`src/design/stx_pkg.sv`:
```
// Package for the skip, table-read and XOR execution block.
// Assumes one 10 MHz instruction clock and a core that decodes opcodes upstream.
package stx_pkg;
  localparam int DATA_W = 8;
  localparam int ROM_W = 14;
  localparam int ROM_AW = 10;
  localparam int PAGE_AW = 8;
  localparam int TBH_W = ROM_W - DATA_W;
  localparam int BIT_SEL_W = 3;
  localparam logic [ROM_AW-PAGE_AW-1:0] LAST_PAGE = 2'h3;
  localparam logic [DATA_W-1:0] ZERO_BYTE = 8'h00;
  localparam logic [TBH_W-1:0] TBH_RESET = 6'h00;
  localparam logic [DATA_W-1:0] ACC_RESET = 8'h00;
  localparam int SKIP_CYCLES = 2;
  localparam int NOSKIP_CYCLES = 1;

  typedef enum logic [9:0] {
    OP_NONE      = 10'h001,
    OP_SWAP_ACC  = 10'h002,
    OP_SKIP_Z    = 10'h004,
    OP_LDA_SKIPZ = 10'h008,
    OP_SKIP_BITZ = 10'h010,
    OP_TBL_CUR   = 10'h020,
    OP_TBL_LAST  = 10'h040,
    OP_XOR_ACC   = 10'h080,
    OP_XOR_MEM   = 10'h100,
    OP_XOR_IMM   = 10'h200
  } stx_op_t;

  typedef enum logic [2:0] {
    ST_IDLE  = 3'h1,
    ST_DUMMY = 3'h2,
    ST_TBL   = 3'h4
  } stx_state_t;
endpackage

```
`src/design/stx_exec.sv`:
```
// Execution unit for swap, skip, table read and XOR instructions.
// Assumes a decoded one-hot op pulse, memory read data valid with it, one clock.
// Functional notes
// - Swap-to-acc puts memory high nibble low, low nibble high; memory unchanged.
// - Skip-if-zero on zero byte discards prefetch, adds dummy cycle: 2 cycles.
// - Load-acc-skip-if-zero copies byte to accumulator, skips the same way if zero.
// - Skip-if-bit-clear squashes prefetch and adds dummy cycle when bit is zero.
// - Table read current page: low byte to memory, high part to latch, no flags.
// - Table read last page: same transfer using the last program page.
// - XOR into accumulator; memory unchanged.
// - XOR into memory; accumulator unchanged.
// - XOR immediate with accumulator, result to accumulator.
// - XOR variants change only the zero flag.
module stx_exec #(
  parameter int DATA_W = stx_pkg::DATA_W,
  parameter int ROM_W = stx_pkg::ROM_W,
  parameter int ROM_AW = stx_pkg::ROM_AW
) (
  input wire logic i_mclk,
  input wire logic i_rst,
  input wire logic i_op_valid,
  input wire stx_pkg::stx_op_t i_op,
  input wire logic [DATA_W-1:0] i_mem_rdata,
  input wire logic [DATA_W-1:0] i_imm,
  input wire logic [stx_pkg::BIT_SEL_W-1:0] i_bit_sel,
  input wire logic [DATA_W-1:0] i_table_pointer,
  input wire logic [ROM_AW-1:0] i_pc,
  input wire logic i_zero_flag,
  input wire logic [ROM_W-1:0] i_rom_rdata,
  output logic o_busy,
  output logic o_discard,
  output logic [ROM_AW-1:0] o_rom_addr,
  output logic o_rom_rd,
  output logic o_mem_we,
  output logic [DATA_W-1:0] o_mem_wdata,
  output logic [DATA_W-1:0] o_acc,
  output logic o_zero_flag_we,
  output logic o_zero_flag,
  output logic [stx_pkg::TBH_W-1:0] o_table_high_latch
);
  typedef struct packed {
    stx_pkg::stx_state_t st;
    logic [DATA_W-1:0] acc;
    logic [stx_pkg::TBH_W-1:0] tbh;
    logic discard;
    logic mem_we;
    logic [DATA_W-1:0] mem_wdata;
    logic zf_we;
    logic zf;
    logic [ROM_AW-1:0] rom_addr;
    logic rom_rd;
  } stx_regs_t;

  stx_regs_t s_r;
  stx_regs_t s_nxt;
  logic mem_zero;
  logic xor_zero;
  logic [DATA_W-1:0] xor_res;
  logic [DATA_W-1:0] xor_rhs;

  assign xor_rhs = (i_op == stx_pkg::OP_XOR_IMM) ? i_imm : i_mem_rdata;
  assign xor_res = s_r.acc ^ xor_rhs;

  stx_zero_det #(.WIDTH(DATA_W)) u_mem_zero (
    .i_val(i_mem_rdata),
    .o_zero(mem_zero)
  );
  stx_zero_det #(.WIDTH(DATA_W)) u_xor_zero (
    .i_val(xor_res),
    .o_zero(xor_zero)
  );

  always_comb begin
    s_nxt = s_r;
    s_nxt.discard = 1'b0;
    s_nxt.mem_we = 1'b0;
    s_nxt.zf_we = 1'b0;
    s_nxt.rom_rd = 1'b0;
    unique case (s_r.st)
      stx_pkg::ST_IDLE: begin
        if (i_op_valid) begin
          unique case (i_op)
            stx_pkg::OP_SWAP_ACC: begin
              s_nxt.acc = {i_mem_rdata[DATA_W/2-1:0], i_mem_rdata[DATA_W-1:DATA_W/2]};
            end
            stx_pkg::OP_SKIP_Z: begin
              if (mem_zero) begin
                s_nxt.discard = 1'b1;
                s_nxt.st = stx_pkg::ST_DUMMY;
              end
            end
            stx_pkg::OP_LDA_SKIPZ: begin
              s_nxt.acc = i_mem_rdata;
              if (mem_zero) begin
                s_nxt.discard = 1'b1;
                s_nxt.st = stx_pkg::ST_DUMMY;
              end
            end
            stx_pkg::OP_SKIP_BITZ: begin
              if (!i_mem_rdata[i_bit_sel]) begin
                s_nxt.discard = 1'b1;
                s_nxt.st = stx_pkg::ST_DUMMY;
              end
            end
            stx_pkg::OP_TBL_CUR: begin
              s_nxt.rom_addr = {i_pc[ROM_AW-1:stx_pkg::PAGE_AW], i_table_pointer};
              s_nxt.rom_rd = 1'b1;
              s_nxt.st = stx_pkg::ST_TBL;
            end
            stx_pkg::OP_TBL_LAST: begin
              s_nxt.rom_addr = {stx_pkg::LAST_PAGE, i_table_pointer};
              s_nxt.rom_rd = 1'b1;
              s_nxt.st = stx_pkg::ST_TBL;
            end
            stx_pkg::OP_XOR_ACC, stx_pkg::OP_XOR_IMM: begin
              s_nxt.acc = xor_res;
              s_nxt.zf_we = 1'b1;
              s_nxt.zf = xor_zero;
            end
            stx_pkg::OP_XOR_MEM: begin
              s_nxt.mem_we = 1'b1;
              s_nxt.mem_wdata = xor_res;
              s_nxt.zf_we = 1'b1;
              s_nxt.zf = xor_zero;
            end
            default: begin
            end
          endcase
        end
      end
      stx_pkg::ST_DUMMY: begin
        s_nxt.st = stx_pkg::ST_IDLE;
      end
      stx_pkg::ST_TBL: begin
        s_nxt.mem_we = 1'b1;
        s_nxt.mem_wdata = i_rom_rdata[DATA_W-1:0];
        s_nxt.tbh = i_rom_rdata[ROM_W-1:DATA_W];
        s_nxt.st = stx_pkg::ST_IDLE;
      end
      default: begin
        s_nxt.st = stx_pkg::ST_IDLE;
      end
    endcase
  end

  always_ff @(posedge i_mclk or posedge i_rst) begin
    if (i_rst) begin
      s_r <= '{st: stx_pkg::ST_IDLE, acc: stx_pkg::ACC_RESET, tbh: stx_pkg::TBH_RESET,
               discard: 1'b0, mem_we: 1'b0, mem_wdata: stx_pkg::ZERO_BYTE, zf_we: 1'b0,
               zf: 1'b0, rom_addr: '0, rom_rd: 1'b0};
    end else begin
      s_r <= s_nxt;
    end
  end

  assign o_busy = (s_r.st != stx_pkg::ST_IDLE);
  assign o_discard = s_r.discard;
  assign o_rom_addr = s_r.rom_addr;
  assign o_rom_rd = s_r.rom_rd;
  assign o_mem_we = s_r.mem_we;
  assign o_mem_wdata = s_r.mem_wdata;
  assign o_acc = s_r.acc;
  assign o_zero_flag_we = s_r.zf_we;
  assign o_zero_flag = s_r.zf_we ? s_r.zf : i_zero_flag;
  assign o_table_high_latch = s_r.tbh;

  chk_swap_nibbles: assert property (@(posedge i_mclk) disable iff (i_rst)
    (i_op_valid && !o_busy && i_op == stx_pkg::OP_SWAP_ACC)
      |=> (o_acc == {$past(i_mem_rdata[3:0]), $past(i_mem_rdata[7:4])} && !o_mem_we))
    else $error("swap result wrong");
  chk_skip_zero: assert property (@(posedge i_mclk) disable iff (i_rst)
    (i_op_valid && !o_busy && i_op == stx_pkg::OP_SKIP_Z)
      |=> ((o_discard == ($past(i_mem_rdata) == stx_pkg::ZERO_BYTE)) and (o_discard |-> (o_busy ##1 !o_busy))))
    else $error("skip on zero byte wrong");
  chk_discard_pulse: assert property (@(posedge i_mclk) disable iff (i_rst)
    o_discard |=> !o_discard)
    else $error("discard longer than one cycle");
  chk_dummy_cycle: assert property (@(posedge i_mclk) disable iff (i_rst)
    (o_busy && !o_rom_rd)
      |=> (!o_busy && !o_discard && !o_mem_we && !o_zero_flag_we && $stable(o_acc)))
    else $error("dummy cycle not idle");
  chk_load_skip: assert property (@(posedge i_mclk) disable iff (i_rst)
    (i_op_valid && !o_busy && i_op == stx_pkg::OP_LDA_SKIPZ)
      |=> (o_acc == $past(i_mem_rdata) && o_discard == (o_acc == 8'h00)))
    else $error("load and skip wrong");
  chk_bit_skip: assert property (@(posedge i_mclk) disable iff (i_rst)
    (i_op_valid && !o_busy && i_op == stx_pkg::OP_SKIP_BITZ)
      |=> o_discard == !$past(i_mem_rdata[i_bit_sel]))
    else $error("bit skip wrong");
  chk_tbl_cur: assert property (@(posedge i_mclk) disable iff (i_rst)
    (i_op_valid && !o_busy && i_op == stx_pkg::OP_TBL_CUR)
      |=> (o_rom_rd && o_rom_addr[7:0] == $past(i_table_pointer)) ##1
          (o_mem_we && o_mem_wdata == $past(i_rom_rdata[7:0]) && !o_zero_flag_we))
    else $error("table read current page wrong");
  chk_tbl_last: assert property (@(posedge i_mclk) disable iff (i_rst)
    (i_op_valid && !o_busy && i_op == stx_pkg::OP_TBL_LAST)
      |=> (o_rom_addr[ROM_AW-1:stx_pkg::PAGE_AW] == stx_pkg::LAST_PAGE) ##1
          (o_table_high_latch == $past(i_rom_rdata[ROM_W-1:DATA_W])))
    else $error("table read last page wrong");
  chk_tbl_quiet: assert property (@(posedge i_mclk) disable iff (i_rst)
    (o_busy && o_rom_rd)
      |=> (o_mem_we && !o_busy && !o_zero_flag_we && !o_discard && $stable(o_acc)))
    else $error("table transfer cycle wrong");
  chk_xor_acc: assert property (@(posedge i_mclk) disable iff (i_rst)
    (i_op_valid && !o_busy && i_op == stx_pkg::OP_XOR_ACC)
      |=> (o_acc == ($past(o_acc) ^ $past(i_mem_rdata)) && o_zero_flag_we && !o_mem_we))
    else $error("xor into accumulator wrong");
  chk_xor_imm: assert property (@(posedge i_mclk) disable iff (i_rst)
    (i_op_valid && !o_busy && i_op == stx_pkg::OP_XOR_IMM)
      |=> (o_acc == ($past(o_acc) ^ $past(i_imm)) && o_zero_flag_we && !o_mem_we))
    else $error("xor immediate wrong");
  chk_xor_mem: assert property (@(posedge i_mclk) disable iff (i_rst)
    (i_op_valid && !o_busy && i_op == stx_pkg::OP_XOR_MEM)
      |=> (o_mem_we && $stable(o_acc) && o_mem_wdata == (o_acc ^ $past(i_mem_rdata))))
    else $error("xor into memory wrong");
  chk_xor_zflag: assert property (@(posedge i_mclk) disable iff (i_rst)
    o_zero_flag_we |-> (o_zero_flag == ((o_mem_we ? o_mem_wdata : o_acc) == stx_pkg::ZERO_BYTE)))
    else $error("zero flag wrong");
  chk_flags_kept: assert property (@(posedge i_mclk) disable iff (i_rst)
    (i_op_valid && !o_busy && (i_op == stx_pkg::OP_SWAP_ACC || i_op == stx_pkg::OP_SKIP_Z ||
      i_op == stx_pkg::OP_LDA_SKIPZ || i_op == stx_pkg::OP_SKIP_BITZ))
      |=> !o_zero_flag_we)
    else $error("flag changed by non-xor op");
endmodule

```
`src/design/stx_zero_det.sv`:
```
// Zero detector used for skip tests and the zero flag.
// Assumes a purely combinational operand from the same clock domain.
module stx_zero_det #(
  parameter int WIDTH = 8
) (
  input wire logic [WIDTH-1:0] i_val,
  output logic o_zero
);
  assign o_zero = (i_val == '0);
endmodule

```
`config.mk`:
```
export PLATFORM = sky130hd
export DESIGN_NAME = stx_exec
export DESIGN_NICKNAME = d
export VERILOG_FILES = /design/src/design/stx_pkg.sv /design/src/design/stx_exec.sv /design/src/design/stx_zero_det.sv
export SDC_FILE = /design/constraint.sdc
export NUM_CORES = 1
export LEC_CHECK = 0
export ABC_AREA = 1
export BUFFER_PORTS_ARGS = -buffer_cell sky130_fd_sc_hd__buf_2
export CAP_MARGIN = 20
export CORE_UTILIZATION = 38
export DETAILED_ROUTE_END_ITERATION = 10
export PLACE_DENSITY = 0.73
export SYNTH_ARGS = -nofsm -noshare
export SYNTH_HDL_FRONTEND = slang
export SYNTH_SLANG_ARGS = --single-unit
export TNS_END_PERCENT = 1
```
`constraint.sdc`:
```
create_clock -name i_mclk -period 2.6 [get_ports i_mclk]
set_input_delay 0.26 -clock i_mclk [delete_from_list [all_inputs] [get_ports i_mclk]]
set_output_delay 0.26 -clock i_mclk [all_outputs]
set_load 0.02 [all_outputs]
```
Word-level counts from Yosys, hierarchy flattened. Cells that the tools add are included.

Equal/unequal tests: 17. Reductions and logical operators: 14. Magnitude comparators: 1. Bitwise logic cells: 1. Muxes and demuxes: 20.

Operators with widths (count): 8-bit case mux with 3 select lines (1); 23-bit 2-to-1 mux (1); 11-bit case mux with 2 select lines (1); 9-bit case mux with 2 select lines (1); 8-bit zero test (2); 13-bit 2-to-1 mux (1); 3-bit AND reduction (4); 11-bit 2-to-1 mux (1); 10-bit equality test, second input constant (1); 10-bit by 2-bit equality test with 1-bit output, second input constant (1); 10-bit by 3-bit equality test with 1-bit output, second input constant (1); 10-bit by 4-bit equality test with 1-bit output, second input constant (1); 10-bit by 5-bit equality test with 1-bit output, second input constant (1); 10-bit by 6-bit equality test with 1-bit output, second input constant (1); 10-bit by 7-bit equality test with 1-bit output, second input constant (1); 10-bit by 8-bit equality test with 1-bit output, second input constant (1); 10-bit by 9-bit equality test with 1-bit output, second input constant (1); 3-bit 2-to-1 mux (3); 9-bit 2-to-1 mux (1); 3-bit case mux with 3 select lines (1); 8-bit 2-to-1 mux (1); 8-bit XOR (1); 3-bit inequality test, second input constant (2); 2-bit OR reduction (3); 15 further kinds (20).

Bits in registers: 40. Output and inout port bits: 38. Logic and storage cells: 63.

Longest topological paths before layout.
Depth after elaboration: 7. Depth in mapped cells: 12. Gate-level depth less buffers: 12.

Hierarchy. From an unflattened synthesis, not the netlist that was laid out.

Cells, all modules: 403. Area total of the unflattened synthesis: 2916.5 µm².

Modules (own cells, without submodules): stx_exec (cells each 389, sequential area each 1002.2 µm², area an instance 2864.0 µm², instances 1); stx_zero_det (cells each 7, sequential area each 0.0 µm², area an instance 26.3 µm², instances 2).

Least setup slack after synthesis. Ideal clock, no wire load.

Kind: reg2reg. From: register s_r[39] (netlist bit). To: register s_r (netlist bit o_rom_addr[8]). Data required time: 2483 ps. Setup time: 117 ps. Cell stages (with the launch flop): 12. Buffers on the path: 2. Slack: 988 ps. Arrival time: 1495 ps. Cells stage by stage: dfrtp_1 > buf_2 > nor2_1 > nand2_1 > inv_2 > nand2_1 > inv_2 > nand2_2 > inv_2 > buf_4 > o21ai_1 > inv_2.

Word-level cells in the longest chain between the ends: 2.

RTL lines: start: declaration (RTL line stx_exec.sv:54) `stx_regs_t s_r;`; start signal: assignment (RTL line stx_exec.sv:148) `s_r <= '{st: stx_pkg::ST_IDLE, acc: stx_pkg::ACC_RESET, tbh: stx_pkg::TBH_RESET,`; start signal: assignment (RTL line stx_exec.sv:152) `s_r <= s_nxt;`; 3-bit by 1-bit equality test with 1-bit output (RTL line stx_exec.sv:79) `unique case (s_r.st)`; 3-bit AND reduction (no source line).

Every way passes these cells. A chain may end at the register's enable or synchronous reset.

Final worst setup path.
From: register s_r[39] (netlist bit). To: register s_r (netlist bit o_rom_addr[9]).

Same word-level chain as after synthesis.

==> key figures <==
Routing
  • WL final: between 6 and 7 mm
  • DRT antenna net count: 0
  • Vias per cell: around 4.8
  • Wirelength per Cell: between 10 and 15 um
  • TritonRoute pass-1 iters: 4
  • Detailed Route Iter0 Violations: 138
  • Via count: around 2,500
  • Post-route DRC: 0

STA
  • Tcrit/Tclk final: 67.2%
  • RSZ-0062 raised after global routing: false
  • Fmax: approximately 570 MHz
  • Worst Tran Pin Value: roughly 540 ps
  • Max_slew headroom: 63.7%
  • Final setup viols: 0
  • Final hold vios: 0
  • Setup TNS Final: 0 ps
  • Max-slew violations: 0
  • Clock skew: ~11 ps
  • Crit path time final: ~1700 ps

Worst setup path
  • Crit Path Category: register to register
  • Worst R2R Start: s_r[39]$_DFFE_PP0P_
  • Crit path launch: s_r[39]$_DFFE_PP0P_
  • Crit path capture type: register
  • Worst R2R Path Depth: 10
  • Flop-to-flop setup slack: between 800 and 900 ps
  • Reg2Reg Capture Point: o_rom_addr[9]$_DFFE_PP0P_
  • CP max FO: 13
  • CP endpoint: o_rom_addr[9]$_DFFE_PP0P_
  • Worst endpoint required time: ~2800 ps
  • Crit path DAT: ~1900 ps
  • CP Launch Type: register

Yosys
  • Largest cells by area after synthesis: dfrtp_1, nand2_1, buf_4
  • Yosys top cell area share: 36.0%
  • #FFs+latches synth: 40
  • Largest area contributor in the netlist: dfrtp_1
  • Synth Instances: between 300 and 400
  • Synth Area per Inst: ~7.6 um^2
  • Synthesized cell area: around 2700 um^2
  • Mapped Nets: 424
  • Seq/Total Area, Yosys: 36.9%
  • Netlist cell types: 33
  • YS warnings: 0

Floorplan
  • Num ports: 103
  • Row count: 30
  • Starting Density: about two fifths
  • DIE AREA: roughly 7500 um^2
  • Die W: 86.5 um
  • Die height: 86.5 um
  • Core Area: between 6000 and 7000 um^2

Run status
  • Outcome: completed

Global route
  • Initial antenna violation count: 0
  • First-pass GRT wire length: 10.6 mm
  • Gr usage total: a little under a fifth
  • Grt ovf: 0
  • Vias in the first global route: ~2,300
  • Largest net degree at the start of global routing: a little over 40

Power
  • Peak supply drop: between 0.00015 and 0.0002 V
  • Pwr/cell area: ~460 nW/um^2
  • P_leak: around 1.8 nW

Clock tree
  • Clock root buffer master: clkbuf_8
  • Cts repair resizes: 0
  • Post-CTS Setup Bufs: 0
  • CTS tree: yes
  • H-tree depth: 2
  • Cts hold-fix bufs: 0
  • Num CTS Buffers: 5
  • Clk sinks: 40
  • Clk Latency, worst-skew pair: ~300 ps
  • Max clock buf depth: 2
  • Worst-path clk slew: around 90 ps

Place
  • # port buffers: 94
  • Gpl congestion: approximately 0.85
  • HPWL after DPL: about 5 mm

Layout
  • Fin nets: a little under 500
  • Number of diodes: 0
  • Commonest non-fill, non-tap cell in the layout: nand2_1
  • Fillers: between 700 and 800
  • Most frequent cells in the layout: nand2_1, buf_2, nand3_1
  • Fin util: a little under half
  • Fraction of layout cells with a size suffix above 1: about a third
  • Area Growth Syn to Fin: 16.2%

Worst hold path
  • Hold Path Class: primary input to async pin

Run
  • Max Cap Violations: 0
==> how the worst min path moves through the flow <==
stage | start | to | slack [ps] | depth (start not counted)
2_1_floorplan | i_table_pointer[0] | o_rom_addr[0]$_DFFE_PP0P_ | 370 | 2
3_5_place_dp | i_rst | o_table_high_latch[5]$_DFFE_PP0N_ | 430 | 3
5_1_grt | i_rst | o_table_high_latch[5]$_DFFE_PP0N_ | 150 | 3
4_1_cts | i_rst | o_acc[5]$_DFFE_PP0P_ | 110 | 3
6_report | i_rst | o_acc[5]$_DFFE_PP0P_ | 90 | 3
3_3_place_gp | i_rst | o_table_high_latch[2]$_DFFE_PP0N_ | 410 | 3
==> kinds of logic (layout without fill, tap and decap cells) <==
group | count (synthesis) | after routing | synth area share [%]
AND/OR/NAND/NOR | 207 | 207 | 36.9
flip-flops | 40 | 40 | 36.9
buffers and inverters | 76 | 141 | 15.8
multiplexers | 7 | 7 | 2.91
AO/OA/AOI/OAI | 29 | 29 | 7.47
==> stage by stage <==
stage                     total power, mW  hold slack [ps]  cells  setup WS (ps)  area, um^2
final                                1.46             88.1    520            853        3150
after global routing                 1.53              146    520            578        3150
after CTS                            1.47              113    520            821        3150
after detailed placement            0.926              433    512            613        3030
after global placement              0.918              409    512            664        3030
after floorplan                     0.849              370    359            988        2710
==> layer usage <==
layer / track usage (%) / up-vias / wire (um)
li1: - / 1257 / -
met1: 24.1 / 1140 / 2870
met2: 29.7 / 73 / 3080
met3: 3.14 / 8 / 367
met4: 5.61 / 0 / 91
met5: 0 / - / 0
==> sequential cells by signal, summed over array words and instances, names as in the netlist <==
name and cells:
o_rom_addr 10, o_acc 8, o_mem_wdata 8, o_table_high_latch 6, s_r 4, o_discard 1, o_mem_we 1, o_rom_rd 1
o_zero_flag_we 1
==> synth_stat cells, drive strengths merged <==
cell,number
a21oi,13
and3,1
buf,37
clkbuf,1
clkinv,1
dfrtp,39
dfstp,1
inv,37
mux2,7
nand2,105
nand3,49
nand3b,6
nand4,5
nor2,37
nor3,2
nor4,2
o211ai,8
o21ai,8
==> area by class of cell <==
| cell class | instances | area [um^2] | area share [%] |
|---|---|---|---|
| multi-input cells | 243 | 1280 | 40.7 |
| flip-flops and latches | 40 | 1000 | 31.8 |
| repair buffers | 95 | 478 | 15.2 |
| inverters | 38 | 148 | 4.68 |
| well taps | 96 | 120 | 3.81 |
| clock buffers | 6 | 82.6 | 2.62 |
| clock inverters | 2 | 38.8 | 1.23 |
==> power by group <==
| part | switching, mW | internal [mW] | leakage (nW) |
|---|---|---|---|
| Clock | 0.230 | 0.314 | 0.0614 |
| Combinational | 0.156 | 0.0930 | 1.20 |
| Sequential | 0.0174 | 0.646 | 0.537 |
| Total | 0.403 | 1.05 | 1.80 |
==> worst max-delay path, cell delays in order, from the launching register on <==
cell and delay [ps]:
dfrtp_1 500, nor2_1 140, nand2_1 80, inv_2 60, nand2_1 110, inv_2 140
nand2_2 160, inv_2 210, nand3b_1 100, o21ai_0 80, inv_1 50
(Power assumes the default switching activity.)
